`config.mk`:
```
export PLATFORM = sky130hd
export DESIGN_NAME = multi_channel_timer_timing
export DESIGN_NICKNAME = d
export VERILOG_FILES = /design/src/design/timer_pkg.sv /design/src/design/clock_input_decoder.sv /design/src/design/compare_pin_driver.sv /design/src/design/multi_channel_timer_timing.sv
export SDC_FILE = /design/constraint.sdc
export NUM_CORES = 1
export LEC_CHECK = 0
export BUFFER_PORTS_ARGS = -buffer_cell sky130_fd_sc_hd__buf_4
export CORE_ASPECT_RATIO = 0.6
export CORE_MARGIN = 4
export CORE_UTILIZATION = 59
export CTS_BUF_LIST = sky130_fd_sc_hd__clkbuf_16
export DETAILED_ROUTE_END_ITERATION = 6
export PLACE_DENSITY = 0.81
export SLEW_MARGIN = 10
export SYNTH_ARGS = -nofsm -noshare
export SYNTH_HDL_FRONTEND = slang
export SYNTH_SLANG_ARGS = --single-unit
```
`constraint.sdc`:
```
create_clock -name pclk -period 5.4 [get_ports pclk]
set_clock_uncertainty 0.1 [all_clocks]
set_input_delay 1.62 -clock pclk [delete_from_list [all_inputs] [get_ports pclk]]
set_output_delay 1.62 -clock pclk [all_outputs]
set_load 0.02 [all_outputs]
```
`src/design/timer_pkg.sv`:
```
// Constants shared by the timer block: register map, fields, reset values
//
// Contract
// - Compare match fires in the last state where count equals compare value.
// - On compare match, the pin takes the level set in pin output control.
// - No further compare match until the next counter input clock pulse.
// - A status flag clears when software reads it as 1, then writes 0.
// - After reset the unit sits in standby; registers reachable only once released.
// - With clear on match, count clears in the last state equal to compare; the code clears on a compare A match only.
// - Normal channels cycle at clock over N+1; late-clear mode over N.
// - Compare match or capture sets the match flag and raises its request.
// - Wrap FFFF to 0 sets overflow flag; down through zero sets underflow flag.
// - Match request is high only while its enable bit and flag are set.
// - Overflow and underflow requests gated by their enables and their flags.
package timer_pkg;
    // ----------------------------------------
    // Register offsets (byte addresses)
    // ----------------------------------------
    localparam logic [7:0] OFS_CONTROL = 8'h00;
    localparam logic [7:0] OFS_PIN_CTRL = 8'h04;
    localparam logic [7:0] OFS_STATUS = 8'h08;
    localparam logic [7:0] OFS_IRQ_EN = 8'h0C;
    localparam logic [7:0] OFS_COUNT = 8'h10;
    localparam logic [7:0] OFS_CMP_A = 8'h14;
    localparam logic [7:0] OFS_CMP_B = 8'h18;
    localparam logic [7:0] OFS_STANDBY = 8'h1C;

    // ----------------------------------------
    // Control register fields
    // ----------------------------------------
    localparam int CTL_RUN = 0;
    localparam int CTL_SRC_LO = 1;
    localparam int CTL_CLR_MATCH = 3;
    localparam int CTL_LATE_CLR = 4;
    localparam int CTL_DOWN = 5;
    localparam int CTL_CAP_LO = 6;
    localparam int CTL_WIDTH = 8;

    // Clock source selection
    localparam logic [1:0] SRC_INTERNAL = 2'h0;
    localparam logic [1:0] SRC_EXT_RISE = 2'h1;
    localparam int SRC_EXT_BOTH_I = 2;
    localparam logic [1:0] SRC_EXT_BOTH = 2'h2;
    localparam logic [1:0] SRC_PHASE = 2'h3;

    // Pin actions on compare match
    localparam logic [1:0] PIN_NONE = 2'h0;
    localparam logic [1:0] PIN_LOW = 2'h1;
    localparam logic [1:0] PIN_HIGH = 2'h2;
    localparam logic [1:0] PIN_TOGGLE = 2'h3;

    // Status and enable bit positions
    localparam int ST_MATCH_A = 0;
    localparam int ST_OVF = 2;
    localparam int ST_UNF = 3;
    localparam int ST_WIDTH = 4;

    // ----------------------------------------
    // Reset values and limits
    // ----------------------------------------
    localparam logic [7:0] CONTROL_RST = 8'h00;
    localparam logic [3:0] PIN_CTRL_RST = 4'h0;
    localparam logic [15:0] COUNT_RST = 16'h0000;
    localparam logic [15:0] CMP_RST = 16'hFFFF;
    localparam logic [15:0] COUNT_MAX = 16'hFFFF;
    localparam logic [15:0] COUNT_ZERO = 16'h0000;
    localparam logic STANDBY_RST = 1'b1;
    localparam int NUM_CMP = 2;
endpackage : timer_pkg

```
`src/design/clock_input_decoder.sv`:
```
// Counter input clock decoder: internal, external edge and phase counting
`timescale 1ns/10ps
module clock_input_decoder (
    input wire logic pclk,
    input wire logic presetn,
    input wire logic [1:0] src,
    input wire logic clk_a,
    input wire logic clk_b,
    output logic tick,
    output logic down
);
    logic a_prev_r;
    logic b_prev_r;
    logic a_edge;
    logic b_edge;
    logic tick_nxt;

    // Edge detection on the external inputs
    always_ff @(posedge pclk or negedge presetn) begin
        if (!presetn) begin
            a_prev_r <= 1'b0;
            b_prev_r <= 1'b0;
        end else begin
            a_prev_r <= clk_a;
            b_prev_r <= clk_b;
        end
    end

    assign a_edge = clk_a ^ a_prev_r;
    assign b_edge = clk_b ^ b_prev_r;

    // Count pulse per selected source
    always_comb begin
        case (src)
            timer_pkg::SRC_INTERNAL: tick_nxt = 1'b1;
            timer_pkg::SRC_EXT_RISE: tick_nxt = a_edge & clk_a;
            timer_pkg::SRC_EXT_BOTH: tick_nxt = a_edge;
            default: tick_nxt = a_edge | b_edge;
        endcase
    end

    // Registered tick; phase mode derives direction from quadrature order
    always_ff @(posedge pclk or negedge presetn) begin
        if (!presetn) begin
            tick <= 1'b0;
            down <= 1'b0;
        end else begin
            tick <= tick_nxt;
            if (src == timer_pkg::SRC_PHASE && (a_edge || b_edge)) begin
                down <= a_edge ? ~(clk_a ^ clk_b) : (clk_a ^ clk_b);
            end
        end
    end
endmodule : clock_input_decoder

```
`src/design/compare_pin_driver.sv`:
```
// Compare output pin driver for one compare/capture register
`timescale 1ns/10ps
module compare_pin_driver (
    input wire logic pclk,
    input wire logic presetn,
    input wire logic enable,
    input wire logic [1:0] action,
    input wire logic match,
    output logic pin_o,
    output logic pin_oe
);
    // Pin level updates on each compare match
    always_ff @(posedge pclk or negedge presetn) begin
        if (!presetn) begin
            pin_o <= 1'b0;
            pin_oe <= 1'b0;
        end else begin
            pin_oe <= enable && (action != timer_pkg::PIN_NONE);
            if (match) begin
                case (action)
                    timer_pkg::PIN_LOW: pin_o <= 1'b0;
                    timer_pkg::PIN_HIGH: pin_o <= 1'b1;
                    timer_pkg::PIN_TOGGLE: pin_o <= ~pin_o;
                    default: pin_o <= pin_o;
                endcase
            end
        end
    end
endmodule : compare_pin_driver

```
`src/design/multi_channel_timer_timing.sv`:
```
// Timer channel with compare/capture, flags, interrupts and APB registers
//
// The APB slave port and the register addresses were decided locally.
`timescale 1ns/10ps
module multi_channel_timer_timing (
    input wire logic pclk,
    input wire logic presetn,
    input wire logic [7:0] paddr,
    input wire logic psel,
    input wire logic penable,
    input wire logic pwrite,
    input wire logic [31:0] pwdata,
    output logic [31:0] prdata,
    output logic pready,
    output logic pslverr,
    input wire logic ext_clk_a,
    input wire logic ext_clk_b,
    input wire logic [1:0] capture_in,
    output logic [1:0] timer_io_pin_o,
    output logic [1:0] timer_io_pin_oe,
    output logic [1:0] match_interrupt,
    output logic overflow_interrupt,
    output logic underflow_interrupt,
    output logic irq
);
    // ----------------------------------------
    // Declarations
    // ----------------------------------------
    logic [7:0] control_r;
    logic [3:0] pin_output_control_r;
    logic [3:0] timer_status_reg_r;
    logic [3:0] interrupt_enable_reg_r;
    logic [3:0] read_armed_r;
    logic [15:0] timer_count_r;
    logic [15:0] timer_count_nxt;
    logic [15:0] count_step;
    logic [15:0] compare_capture_reg_r [timer_pkg::NUM_CMP];
    logic standby_r;
    logic [1:0] cap_prev_r;
    logic [1:0] cap_pend_r;
    logic [1:0] cap_evt;
    logic [1:0] match;
    logic [3:0] status_set;
    logic [3:0] status_clr;
    logic tick;
    logic ext_down;
    logic down;
    logic running;
    logic overflow;
    logic underflow;
    logic setup_phase;
    logic access_wr;
    logic access_rd;
    logic [31:0] rdata_nxt;
    logic err_nxt;

    // Address decode used by read mux, writes and error
    function automatic logic hit(input logic [7:0] addr, input logic [7:0] ofs);
        hit = (addr == ofs);
    endfunction : hit

    function automatic logic mapped(input logic [7:0] addr);
        mapped = hit(addr, timer_pkg::OFS_CONTROL) || hit(addr, timer_pkg::OFS_PIN_CTRL)
            || hit(addr, timer_pkg::OFS_STATUS) || hit(addr, timer_pkg::OFS_IRQ_EN)
            || hit(addr, timer_pkg::OFS_COUNT) || hit(addr, timer_pkg::OFS_CMP_A)
            || hit(addr, timer_pkg::OFS_CMP_B) || hit(addr, timer_pkg::OFS_STANDBY);
    endfunction : mapped

    // ----------------------------------------
    // APB slave
    // ----------------------------------------
    assign setup_phase = psel && !penable;
    assign access_wr = psel && penable && pready && pwrite && !pslverr;
    assign access_rd = psel && penable && pready && !pwrite && !pslverr;

    // Registers other than standby are closed while in standby
    always_comb begin
        err_nxt = !mapped(paddr)
            || (standby_r && !hit(paddr, timer_pkg::OFS_STANDBY));
        rdata_nxt = 32'h00000000;
        if (!err_nxt) begin
            case (paddr)
                timer_pkg::OFS_CONTROL: rdata_nxt = {24'h000000, control_r};
                timer_pkg::OFS_PIN_CTRL: rdata_nxt = {28'h0000000, pin_output_control_r};
                timer_pkg::OFS_STATUS: rdata_nxt = {28'h0000000, timer_status_reg_r};
                timer_pkg::OFS_IRQ_EN: rdata_nxt = {28'h0000000, interrupt_enable_reg_r};
                timer_pkg::OFS_COUNT: rdata_nxt = {16'h0000, timer_count_r};
                timer_pkg::OFS_CMP_A: rdata_nxt = {16'h0000, compare_capture_reg_r[0]};
                timer_pkg::OFS_CMP_B: rdata_nxt = {16'h0000, compare_capture_reg_r[1]};
                timer_pkg::OFS_STANDBY: rdata_nxt = {31'h00000000, standby_r};
                default: rdata_nxt = 32'h00000000;
            endcase
        end
    end

    // Answer prepared in the setup cycle; zero wait states
    always_ff @(posedge pclk or negedge presetn) begin
        if (!presetn) begin
            prdata <= 32'h00000000;
            pready <= 1'b0;
            pslverr <= 1'b0;
        end else begin
            pready <= setup_phase;
            if (setup_phase) begin
                prdata <= pwrite ? 32'h00000000 : rdata_nxt;
                pslverr <= err_nxt;
            end else begin
                pslverr <= 1'b0;
            end
        end
    end

    // Configuration registers
    always_ff @(posedge pclk or negedge presetn) begin
        if (!presetn) begin
            control_r <= timer_pkg::CONTROL_RST;
            pin_output_control_r <= timer_pkg::PIN_CTRL_RST;
            interrupt_enable_reg_r <= 4'h0;
            standby_r <= timer_pkg::STANDBY_RST;
        end else if (access_wr) begin
            if (hit(paddr, timer_pkg::OFS_CONTROL)) begin
                control_r <= pwdata[timer_pkg::CTL_WIDTH-1:0];
            end
            if (hit(paddr, timer_pkg::OFS_PIN_CTRL)) begin
                pin_output_control_r <= pwdata[3:0];
            end
            if (hit(paddr, timer_pkg::OFS_IRQ_EN)) begin
                interrupt_enable_reg_r <= pwdata[3:0];
            end
            if (hit(paddr, timer_pkg::OFS_STANDBY)) begin
                standby_r <= pwdata[0];
            end
        end
    end

    // ----------------------------------------
    // Counter
    // ----------------------------------------
    clock_input_decoder u_clock_input_decoder (
        .pclk(pclk),
        .presetn(presetn),
        .src(control_r[timer_pkg::CTL_SRC_LO +: 2]),
        .clk_a(ext_clk_a),
        .clk_b(ext_clk_b),
        .tick(tick),
        .down(ext_down)
    );

    assign running = !standby_r && control_r[timer_pkg::CTL_RUN];
    assign down = (control_r[timer_pkg::CTL_SRC_LO +: 2] == timer_pkg::SRC_PHASE)
        ? ext_down : control_r[timer_pkg::CTL_DOWN];
    assign count_step = down ? timer_count_r - 16'h0001 : timer_count_r + 16'h0001;
    assign overflow = running && tick && !down && timer_count_r == timer_pkg::COUNT_MAX;
    assign underflow = running && tick && down && timer_count_r == timer_pkg::COUNT_ZERO;

    // Write beats clear, clear beats counting
    always_comb begin
        timer_count_nxt = timer_count_r;
        if (access_wr && hit(paddr, timer_pkg::OFS_COUNT)) begin
            timer_count_nxt = pwdata[15:0];
        end else if (match[0] && control_r[timer_pkg::CTL_CLR_MATCH]) begin
            timer_count_nxt = timer_pkg::COUNT_ZERO;
        end else if (running && tick) begin
            timer_count_nxt = count_step;
        end
    end

    always_ff @(posedge pclk or negedge presetn) begin
        if (!presetn) begin
            timer_count_r <= timer_pkg::COUNT_RST;
        end else begin
            timer_count_r <= timer_count_nxt;
        end
    end

    // ----------------------------------------
    // Compare and capture, one slice per register
    // ----------------------------------------
    always_ff @(posedge pclk or negedge presetn) begin
        if (!presetn) begin
            cap_prev_r <= 2'h0;
            cap_pend_r <= 2'h0;
        end else begin
            cap_prev_r <= capture_in;
            cap_pend_r <= cap_evt;
        end
    end

    for (genvar i = 0; i < timer_pkg::NUM_CMP; i++) begin : g_cmp
        logic cap_en;
        logic [7:0] cmp_ofs;
        assign cap_en = control_r[timer_pkg::CTL_CAP_LO + i];
        assign cmp_ofs = i == 0 ? timer_pkg::OFS_CMP_A : timer_pkg::OFS_CMP_B;
        assign cap_evt[i] = !standby_r && cap_en && capture_in[i] && !cap_prev_r[i];

        // Match only on a count pulse; late mode matches one step earlier
        assign match[i] = running && tick && !cap_en
            && ((control_r[timer_pkg::CTL_LATE_CLR] ? count_step : timer_count_r)
                == compare_capture_reg_r[i]);

        // Capture takes precedence over a software write
        always_ff @(posedge pclk or negedge presetn) begin
            if (!presetn) begin
                compare_capture_reg_r[i] <= timer_pkg::CMP_RST;
            end else if (cap_pend_r[i]) begin
                compare_capture_reg_r[i] <= timer_count_r;
            end else if (access_wr && hit(paddr, cmp_ofs)) begin
                compare_capture_reg_r[i] <= pwdata[15:0];
            end
        end

        compare_pin_driver u_compare_pin_driver (
            .pclk(pclk),
            .presetn(presetn),
            .enable(!cap_en),
            .action(pin_output_control_r[2*i +: 2]),
            .match(match[i]),
            .pin_o(timer_io_pin_o[i]),
            .pin_oe(timer_io_pin_oe[i])
        );
    end

    // ----------------------------------------
    // Status flags and interrupts
    // ----------------------------------------
    assign status_set = {underflow, overflow, match | cap_pend_r};
    assign status_clr = (access_wr && hit(paddr, timer_pkg::OFS_STATUS))
        ? (read_armed_r & ~pwdata[3:0]) : 4'h0;

    // Flags: set wins over clear; a read of 1 arms the clear
    always_ff @(posedge pclk or negedge presetn) begin
        if (!presetn) begin
            timer_status_reg_r <= 4'h0;
            read_armed_r <= 4'h0;
        end else begin
            timer_status_reg_r <= (timer_status_reg_r & ~status_clr) | status_set;
            if (access_rd && hit(paddr, timer_pkg::OFS_STATUS)) begin
                read_armed_r <= read_armed_r | timer_status_reg_r;
            end else if (access_wr && hit(paddr, timer_pkg::OFS_STATUS)) begin
                read_armed_r <= 4'h0;
            end
        end
    end

    // Requests follow flag and enable
    always_ff @(posedge pclk or negedge presetn) begin
        if (!presetn) begin
            match_interrupt <= 2'h0;
            overflow_interrupt <= 1'b0;
            underflow_interrupt <= 1'b0;
            irq <= 1'b0;
        end else begin
            match_interrupt <= timer_status_reg_r[1:0] & interrupt_enable_reg_r[1:0];
            overflow_interrupt <= timer_status_reg_r[timer_pkg::ST_OVF]
                && interrupt_enable_reg_r[timer_pkg::ST_OVF];
            underflow_interrupt <= timer_status_reg_r[timer_pkg::ST_UNF]
                && interrupt_enable_reg_r[timer_pkg::ST_UNF];
            irq <= |(timer_status_reg_r & interrupt_enable_reg_r);
        end
    end
endmodule : multi_channel_timer_timing

```
==> results.json, run 1 <==
{
  "switching_share_pct": 28.9,
  "diodes": 0,
  "routabilityCongestion": 0.970,
  "area_growth_pct": 10.5,
  "io_pins": 92,
  "r2r_start": "control_r[2]$_DFFE_PN0P_",
  "fmax_mhz": 200,
  "wl_per_cell_um": 22.6,
  "grt_pass1_wl_mm": 35.4,
  "cp-end-kind": "flop",
  "vias_per_cell": 6.74,
  "arrival_ns": 5.13,
  "yosys.area.top_type_share_pct": 25.7,
  "max_cap_violations": 0,
  "r2r_setup_slack_ns": 0.39,
  "ys_warn_count": 0,
  "finalSetupViolations": 0,
  "seq_area_um2": 2740,
  "grt.total_usage_pct": 32.4,
  "fp.dieH_um": 94.2,
  "initial_core_util_pct": 60.6,
  "clk_pin_slew_ns": 0.07,
  "postSynthAreaPerCell_um2": 9.02,
  "dp_hpwl_mm": 16.7,
  "async_flop_share_pct": 100,
  "worstMarginPinSlew_ns": 1.07,
  "synthesis.area_um2": 7300,
  "startpoint": "control_r[2]$_DFFE_PN0P_",
  "final.period_utilization_pct": 92.8,
  "start_kind": "flop",
  "slew_violations": 0,
  "leakage_nw": 3.25,
  "io_buffers": 59,
  "drc": 0,
  "drt_iter0_markers": 977,
  "rsz0062_at_grt": "no",
  "synth-main-ff-cell": "dfrtp_1",
  "fin_nets": 906,
  "hp-class": "reg2reg",
  "power_frac_clock_pct": 38.2,
  "synthSimpleGateAreaFrac_pct": 17.4,
  "row_count": 31,
  "synth_compound_area_share_pct": 20.5,
  "utilization_pct": 66.9,
  "post-route-min-period_ns": 5.01,
  "hold_buffers": 0,
  "seq_area_frac_synth_pct": 37.6,
  "p_total_mw": 1.82,
  "relSlewSlack_pct": 28.6,
  "p_switching_mw": 0.526,
  "drive_above_1_share_pct": 18.3,
  "fillerInstances": 1006,
  "synthTopCellsByArea": "dfrtp_1 (26%), dfstp_2 (12%), mux2i_1 (5.5%)",
  "endpoint": "timer_count_r[6]$_DFFE_PN0P_",
  "seqPwrFrac_pct": 47.3,
  "synthAdderAreaFrac_pct": 3.53,
  "postCtsSetupBuffers": 0,
  "cp.required_ns": 5.52,
  "syn_inst": 810,
  "p_per_area_nw_per_um2": 225,
  "comb_power_share_pct": 14.5,
  "h-tree-depth": 3,
  "reg2reg_to": "timer_count_r[6]$_DFFE_PN0P_",
  "synth_edf_count": 0,
  "dr.pass1.iters": 6,
  "antenna_found_initial": 1,
  "overflow": 0,
  "synth_top_family_by_area": "compound AO/OA/AOI/OAI gates",
  "cts_sinks": 108,
  "insertion_delay_ns": 0.35,
  "ys_ff_latch": 108,
  "synthXorXnorAreaFrac_pct": 6.58,
  "synthMuxAreaShare_pct": 8.56,
  "hold_viol": 0,
  "core_area_um2": 12100,
  "clock-root-buffer": "clkbuf_16",
  "layout_setup_ws_ns": 0.388,
  "outcome": "finished, final reports clean",
  "synth.distinct_cells": 78,
  "ir_drop_mv": 0.159,
  "cts_resized": 0,
  "ff2ff_path_depth": 14,
  "cts_tree": "done",
  "grt_start_max_net_pins": 87,
  "synth.largest_area_cell": "dfrtp_1",
  "clockBufferDepth": 2,
  "die_w_um": 152,
  "cts-buffers-inserted": 9,
  "fin_tns_setup_ns": 0,
  "post-place-ws_ns": 0.721,
  "drt-total-wl_mm": 22.7,
  "vias": 6792,
  "multi_input_area_um2": 4210,
  "path_class": "reg2reg",
  "crit_fanout": 16,
  "ant_nets": 0,
  "die_area_um2": 14300,
  "internal_power_mw": 1.29,
  "grt_pass1_vias": 6414
}
[power groups by stage]
stage | clock (mW) | combinational, mW | sequential [mW]
6_report | 0.694 | 0.264 | 0.861
5_1_grt | 0.738 | 0.287 | 0.862
4_1_cts | 0.698 | 0.257 | 0.858
3_5_place_dp | 0 | 0.253 | 0.873
3_3_place_gp | 0 | 0.245 | 0.872
2_1_floorplan | 0 | 0.189 | 0.854
[routing by layer]
metal  vias up  track usage [%]  routed length (um)  share of wire [%]
li1       2985                -                   -                  -
met1      3252             47.1                9390                 41
met2       481             47.4                9600                 42
met3        72             9.64                3180                 14
met4         2             7.85                 529                2.3
met5         -                0                  13              0.057
[worst min-delay path by stage]
stage / start / end / slack (ns) / cells after the start
6_report: cap_prev_r[1]$_DFF_PN0_ / cap_pend_r[1]$_DFF_PN0_ / 0.31 / 1
5_1_grt: cap_prev_r[1]$_DFF_PN0_ / cap_pend_r[1]$_DFF_PN0_ / 0.34 / 1
4_1_cts: cap_prev_r[1]$_DFF_PN0_ / cap_pend_r[1]$_DFF_PN0_ / 0.30 / 1
3_5_place_dp: cap_prev_r[1]$_DFF_PN0_ / cap_pend_r[1]$_DFF_PN0_ / 0.29 / 1
3_3_place_gp: cap_prev_r[1]$_DFF_PN0_ / cap_pend_r[1]$_DFF_PN0_ / 0.29 / 1
2_1_floorplan: cap_prev_r[0]$_DFF_PN0_ / cap_pend_r[0]$_DFF_PN0_ / 0.28 / 1
[metrics by stage]
| step | cell area [um^2] | hold WS (ns) | std cells |
|---|---|---|---|
| floorplan | 7360 | 0.285 | 825 |
| global placement | 7750 | 0.288 | 991 |
| detailed placement | 7750 | 0.295 | 991 |
| CTS | 8060 | 0.305 | 1007 |
| global route | 8070 | 0.336 | 1007 |
| finish | 8070 | 0.308 | 1007 |
[cell usage after synthesis, drive strengths merged (18+ instances only)]
library cell and n:
mux2 18, dfrtp 75, a21oi 49, nand2 82, o21ai 75, nor2 63
clkbuf 39, mux2i 40, xnor2 26, xor2 28, ha 19, buf 32
nor3 18, dfstp 33
[flip-flops by register name (all words and copies together), names as in the netlist, 2 cells and up]
register	count
compare_capture_reg_r	32
prdata	16
timer_count_r	16
control_r	8
interrupt_enable_reg_r	4
pin_output_control_r	4
read_armed_r	4
timer_status_reg_r	4
cap_pend_r	2
cap_prev_r	2
g_cmp.u_compare_pin_driver.pin_o	2
g_cmp.u_compare_pin_driver.pin_oe	2
match_interrupt	2
[layout make-up]
| class | count | share of cell area [%] |
|---|---|---|
| well taps | 165 | 2.56 |
| inverters | 16 | 0.744 |
| multi-input cells | 630 | 52.2 |
| repair buffers | 72 | 6.70 |
| clock inverters | 7 | 1.04 |
| clock buffers | 9 | 2.79 |
| flip-flops and latches | 108 | 34.0 |
[placed cells by master (no fill, tap or decap), drive strengths merged, types with 4 or more instances in the layout]
cell type,n
a22o,4
o2111ai,5
a21o,10
nand3,11
buf,72
nor3b,4
clkbuf,9
nor2,63
mux2i,40
o21a,4
nand2b,12
ha,19
inv,18
xor2,28
mux2,18
a21boi,5
nand4,16
conb,16
or4,4
dfrtp,75
dfstp,33
xnor2,26
nor3,18
a222oi,11
nor4,9
nand2,82
o21ai,75
or3,5
a22oi,8
a211oi,4
a31oi,8
a221oi,5
a21oi,49
nor2b,9
and2,9
[kinds of logic after synthesis]
kind of cell,Yosys count
other cells,1
fa+ha+maj,20
flops,108
compound gates,225
xor+xnor,54
simple gates,256
mux,59
buf+inv,87
[critical path: stages, from the launching register on]
cell       delay, ns
dfrtp_1         0.47
nand2_1         0.17
mux2_2          0.49
buf_4           0.26
ha_1            0.34
and3b_1         0.23
o21ai_0         0.57
a21oi_1         0.30
o311ai_1        0.68
xor2_1          0.17
a221oi_2        0.32
o2111ai_1       0.25
nor3_4          0.24
buf_4           0.21
nor3_1          0.07
No activity file was read; power rests on OpenSTA's default activity.
==> inputs of run 2 (changes only) <==
--- a/config.mk
+++ b/config.mk
@@ -6,7 +6,7 @@
 export NUM_CORES = 1
 export LEC_CHECK = 0
 export BUFFER_PORTS_ARGS = -buffer_cell sky130_fd_sc_hd__buf_4
-export CORE_ASPECT_RATIO = 0.6
+export CORE_ASPECT_RATIO = 2
 export CORE_MARGIN = 4
 export CORE_UTILIZATION = 59
 export CTS_BUF_LIST = sky130_fd_sc_hd__clkbuf_16
==> results.json, run 2 (synthesis results as in run 1) <==
{
  "die_area_um2": 14300,
  "reg2reg_to": "timer_count_r[6]$_DFFE_PN0P_",
  "post-route-min-period_ns": 4.79,
  "cts_resized": 0,
  "largest-register": "compare_capture_reg_r",
  "insertion_delay_ns": 0.36,
  "fmax_mhz": 209,
  "rsz0062_at_grt": "no",
  "power_frac_clock_pct": 39.5,
  "largest_reg_flops": 32,
  "p_per_area_nw_per_um2": 229,
  "fin_nets": 907,
  "p_total_mw": 1.85,
  "slew_violations": 0,
  "fin_tns_setup_ns": 0,
  "min_to": "cap_pend_r[1]$_DFF_PN0_",
  "drt-total-wl_mm": 23.0,
  "min_path_cells": 1,
  "comb_power_share_pct": 14.1,
  "fp.dieH_um": 165,
  "max_cap_violations": 0,
  "io_buffers": 59,
  "top_regs": "compare_capture_reg_r (32), prdata (16), timer_count_r (16)",
  "relSlewSlack_pct": 38.6,
  "h-tree-depth": 3,
  "initial_core_util_pct": 60.2,
  "utilization_pct": 66.6,
  "postCtsSetupBuffers": 0,
  "cp-end-kind": "flop",
  "leakage_nw": 3.26,
  "clk_pin_slew_ns": 0.07,
  "hold_viol": 0,
  "grt_pass1_vias": 6802,
  "arrival_ns": 4.90,
  "row_count": 57,
  "final_common_cell": "nand2_1",
  "path_class": "reg2reg",
  "start_kind": "flop",
  "dp_hpwl_mm": 17.0,
  "final.period_utilization_pct": 88.7,
  "worstMarginPinSlew_ns": 0.915,
  "seqPwrFrac_pct": 46.5,
  "cp.required_ns": 5.52,
  "switching_share_pct": 27.8,
  "grt_pass1_wl_mm": 37.1,
  "vias": 6769,
  "drive_above_1_share_pct": 18.3,
  "cts-buffers-inserted": 9,
  "ant_nets": 0,
  "drt_iter0_markers": 887,
  "grt.total_usage_pct": 33.7,
  "hp-start": "cap_prev_r[1]$_DFF_PN0_",
  "routabilityCongestion": 0.955,
  "drc": 0,
  "core_area_um2": 12100,
  "overflow": 0,
  "clock-root-buffer": "clkbuf_16",
  "ff2ff_path_depth": 15,
  "grt_start_max_net_pins": 42,
  "r2r_setup_slack_ns": 0.61,
  "hp-class": "reg2reg",
  "crit_fanout": 16,
  "clockBufferDepth": 2,
  "area_growth_pct": 10.5,
  "die_w_um": 86.7,
  "hold_buffers": 0,
  "antenna_found_initial": 0,
  "cts_tree": "done",
  "r2r_start": "control_r[2]$_DFFE_PN0P_",
  "vias_per_cell": 6.84,
  "io_pins": 92,
  "wl_per_cell_um": 23.3,
  "outcome": "finished, final reports clean",
  "ir_drop_mv": 0.265,
  "p_switching_mw": 0.515,
  "finalSetupViolations": 0,
  "internal_power_mw": 1.34,
  "final_cell_mix": "nand2_1 (82), dfrtp_1 (75), buf_4 (73)",
  "diodes": 0,
  "cts_sinks": 108,
  "dr.pass1.iters": 6
}
-- run 2: cell count changes in the layout (fill, tap and decap cells not counted), sizes merged --
cell      previous run  this run
clkinv               3         1
buf                 72        73
bufinv               1         2
clkinvlp             1         2
-- run 2: layout make-up --
cell class                 instances  area [um^2]
inverter                          16         60.1
multi-input combinational        630         4210
sequential                       108         2740
clock inverter                     7         98.8
tap                              147          184
fill                             988         4050
clock buffer                       9          225
timing repair buffer              73          548
-- run 2: per-layer routing --
layer / GRT usage (%) / part of all wire (%) / wire length [um]
met4: 20.5 / 8.5 / 1950
met1: 37.4 / 34 / 7830
met2: 59.6 / 51 / 11700
met3: 4.52 / 6.6 / 1510
met5: 0 / 0 / 0
-- run 2: power by group through the flow --
| stage | Sequential, mW | Combinational (mW) | Clock (mW) |
|---|---|---|---|
| final | 0.860 | 0.261 | 0.731 |
| after CTS | 0.858 | 0.258 | 0.734 |
| after global placement | 0.872 | 0.249 | 0 |
| after detailed placement | 0.873 | 0.256 | 0 |
| after global routing | 0.861 | 0.286 | 0.769 |
| after floorplan | 0.854 | 0.189 | 0 |
-- run 2: stage by stage --
step,cells,setup slack (ns),hold slack [ns],cell area [um^2]
6_report,990,0.611,0.308,8070
5_1_grt,990,0.300,0.316,8070
4_1_cts,990,0.739,0.312,8060
3_5_place_dp,974,0.770,0.297,7740
3_3_place_gp,974,0.813,0.292,7740
2_1_floorplan,825,1.46,0.285,7360
-- run 2: worst max-delay path by stage --
stage                                  start                            end  slack [ns]  cells after the start
global route        control_r[2]$_DFFE_PN0P_   timer_count_r[6]$_DFFE_PN0P_        0.30                     15
floorplan                           paddr[0]  timer_count_r[10]$_DFFE_PN0P_        1.46                      7
finish              control_r[2]$_DFFE_PN0P_   timer_count_r[6]$_DFFE_PN0P_        0.61                     15
CTS                 control_r[2]$_DFFE_PN0P_   timer_count_r[6]$_DFFE_PN0P_        0.74                     15
global placement    control_r[2]$_DFFE_PN0P_   timer_count_r[6]$_DFFE_PN0P_        0.81                     15
detailed placement  control_r[2]$_DFFE_PN0P_   timer_count_r[6]$_DFFE_PN0P_        0.77                     15
-- run 2: critical path: stages (launching register included) --
cell and delay, ns:
dfrtp_1 0.47, nand2_1 0.17, mux2_2 0.46, inv_1 0.24
fa_1 0.28, and3b_1 0.23, o21ai_0 0.51, a21oi_1 0.29
o311ai_1 0.43, buf_4 0.21, xor2_1 0.08, a221oi_2 0.30
o2111ai_1 0.29, nor3_4 0.22, buf_4 0.28, nor3_1 0.09
==> inputs of run 3 (changes only) <==
--- a/config.mk
+++ b/config.mk
@@ -15,4 +15,5 @@
 export SLEW_MARGIN = 10
 export SYNTH_ARGS = -nofsm -noshare
 export SYNTH_HDL_FRONTEND = slang
+export SYNTH_HIERARCHICAL = 1
 export SYNTH_SLANG_ARGS = --single-unit
==> results.json, run 3 <==
{
  "vias_per_cell": 6.74,
  "leakage_nw": 3.41,
  "grt_pass1_wl_mm": 35.8,
  "drc": 0,
  "finalSetupViolations": 0,
  "r2r_start": "control_r[2]$_DFFE_PN0P_",
  "io_buffers": 59,
  "cp.required_ns": 5.56,
  "vias": 6608,
  "post-route-min-period_ns": 4.62,
  "rsz0062_at_grt": "no",
  "yosysMostFrequentCell": "nand2_1",
  "drt_iter0_markers": 549,
  "largest-register": "compare_capture_reg_r",
  "worstPathCellList": "nand2_1 > mux2_2 > inv_1 > fa_1 > nand3b_2 > a211oi_1 > nor2_1 > xnor2_1 > o32a_1 > nand3_1 > nor3_1 > and2_1 > a21oi_1 > a31oi_1",
  "final_common_cell": "nand2_1",
  "dr.pass1.iters": 6,
  "fillerInstances": 974,
  "grt_start_max_net_pins": 84,
  "startpoint": "control_r[2]$_DFFE_PN0P_",
  "postSynthAreaPerCell_um2": 9.21,
  "wl_per_cell_um": 23.6,
  "ys_ff_latch": 108,
  "synth.distinct_cells": 86,
  "cts_resized": 0,
  "slowest_delay_ns": 0.57,
  "synth_commonest_cells": "nand2_1 (93), dfrtp_1 (75), o21ai_0 (75)",
  "yosys.area.top_type_share_pct": 25.4,
  "cts_sinks": 108,
  "postCtsSetupBuffers": 0,
  "fp.dieH_um": 166,
  "crit_path_top_delay_cell": "mux2_2",
  "synth.largest_area_cell": "dfrtp_1",
  "critPathBufInv": 1,
  "syn_inst": 801,
  "fmax_mhz": 217,
  "cp-end-kind": "flop",
  "h-tree-depth": 3,
  "die_area_um2": 14500,
  "arrival_ns": 4.78,
  "hp-class": "reg2reg",
  "diodes": 0,
  "row_count": 57,
  "area_growth_pct": 10.3,
  "crit_fanout": 21,
  "final.period_utilization_pct": 85.5,
  "relSlewSlack_pct": 32.1,
  "synthTopCellsByArea": "dfrtp_1 (25%), dfstp_2 (12%), mux2i_1 (5.3%)",
  "instances_no_fill": 981,
  "seq_area_frac_synth_pct": 37.2,
  "async_flop_share_pct": 100,
  "die_w_um": 87.1,
  "max_cap_violations": 0,
  "top_regs": "compare_capture_reg_r (32), prdata (16), timer_count_r (16)",
  "overflow": 0,
  "ant_nets": 0,
  "slew_violations": 0,
  "core_area_um2": 12200,
  "hold_viol": 0,
  "io_pins": 92,
  "crit_family": "simple AND/OR/NAND/NOR gates",
  "path_class": "reg2reg",
  "ys_warn_count": 6,
  "fin_nets": 898,
  "drive_above_1_share_pct": 20.6,
  "grt.total_usage_pct": 32.2,
  "dp.cells": 965,
  "start_kind": "flop",
  "cts-buffers-inserted": 9,
  "initial_core_util_pct": 60.5,
  "antenna_found_initial": 0,
  "routabilityCongestion": 1.01,
  "largest_reg_flops": 32,
  "synthesis.area_um2": 7380,
  "outcome": "finished, final reports clean",
  "insertion_delay_ns": 0.35,
  "grt_pass1_vias": 6676,
  "ir_drop_mv": 0.237,
  "final_cell_mix": "nand2_1 (93), o21ai_0 (75), dfrtp_1 (75)",
  "worstMarginPinSlew_ns": 1.02,
  "hold_buffers": 0,
  "drt-total-wl_mm": 23.1,
  "clk_pin_slew_ns": 0.07,
  "p_per_area_nw_per_um2": 228,
  "fin_tns_setup_ns": 0,
  "synth_edf_count": 0,
  "clockBufferDepth": 2,
  "cts_tree": "done",
  "clock-root-buffer": "clkbuf_16",
  "hp-start": "cap_prev_r[0]$_DFF_PN0_",
  "synth-main-ff-cell": "dfrtp_1",
  "dp_hpwl_mm": 17.3
}
## run 3: cell types whose count changed after synthesis, sizes merged, moves of 6 or more
cell	change
xnor2	+7
nand4	-7
nor3	-6
nand2	+11
a222oi	-7
o211ai	+8
a22o	+8
nor2	-32
## run 3: path summary, 6_finish.rpt
check	to	slack [ns]	cells after the start
max in group asynchronous	compare_capture_reg_r[2]$_DFFE_PN1P_	2.88	2
worst min-delay path	cap_pend_r[0]$_DFF_PN0_	0.31	1
worst max-delay path	g_cmp[0].u_compare_pin_driver/pin_o$_DFFE_PN0P_	0.78	14
worst max register to register	g_cmp[0].u_compare_pin_driver/pin_o$_DFFE_PN0P_	0.78	14
min in group asynchronous	pready$_DFF_PN0_	1.34	1
worst min register to register	cap_pend_r[0]$_DFF_PN0_	0.31	1
## run 3: layout make-up
class | count | area (um^2) | area share [%]
multi-input cells | 618 | 4290 | 52.7
flip-flops and latches | 108 | 2740 | 33.7
repair buffers | 72 | 541 | 6.64
clock buffers | 9 | 225 | 2.77
well taps | 147 | 184 | 2.26
clock inverters | 7 | 81.3 | 0.999
inverters | 20 | 75.1 | 0.923
## run 3: worst register-to-register path: cells and delay by family (launching register included)
kind            cells  cell delay (ns)
flops               1             0.45
compound gates      4             0.97
buf+inv             1             0.19
mux                 1             0.57
fa+ha+maj           1             0.46
simple gates        6             1.33
xor+xnor            1             0.47
## run 3: cell families (layout without fill, tap and decap cells)
family	Yosys count	in the layout	synth area share [%]
compound gates	229	229	21.2
simple gates	233	233	16.5
xor+xnor	61	61	7.24
mux	59	59	8.65
fa+ha+maj	20	20	3.49
flops	108	108	37.2
other cells	1	16	0.0508
buf+inv	90	108	5.68
## run 3: routing by layer
metal  up-vias  routed length [um]  share of wire (%)  track usage, %
li1       2930                   -                  -               -
met1      3176                7690                 33            34.7
met2       366               12000                 52            54.8
met3       136                1470                6.4            4.72
met4         0                1970                8.5            24.4
met5         -                   0                  0               0
## run 3: report_power, final
group / switching [mW] / total, mW / internal (mW)
combinational: 0.158 / 0.263 / 0.105
sequential: 0.0574 / 0.903 / 0.846
clock: 0.320 / 0.688 / 0.368
total: 0.536 / 1.85 / 1.32
## run 3: per-stage QoR
step                total power [mW]  setup WS (ns)  utilization, %  area [um^2]  hold slack [ns]
global route                    1.92          0.607            66.7         8140            0.333
CTS                             1.86          0.886            66.7         8130            0.319
floorplan                       1.08           1.64               -         7440            0.284
detailed placement              1.17          0.920            64.2         7820            0.302
finish                          1.85          0.783            66.7         8140            0.313
global placement                1.16           1.04            64.2         7820            0.297
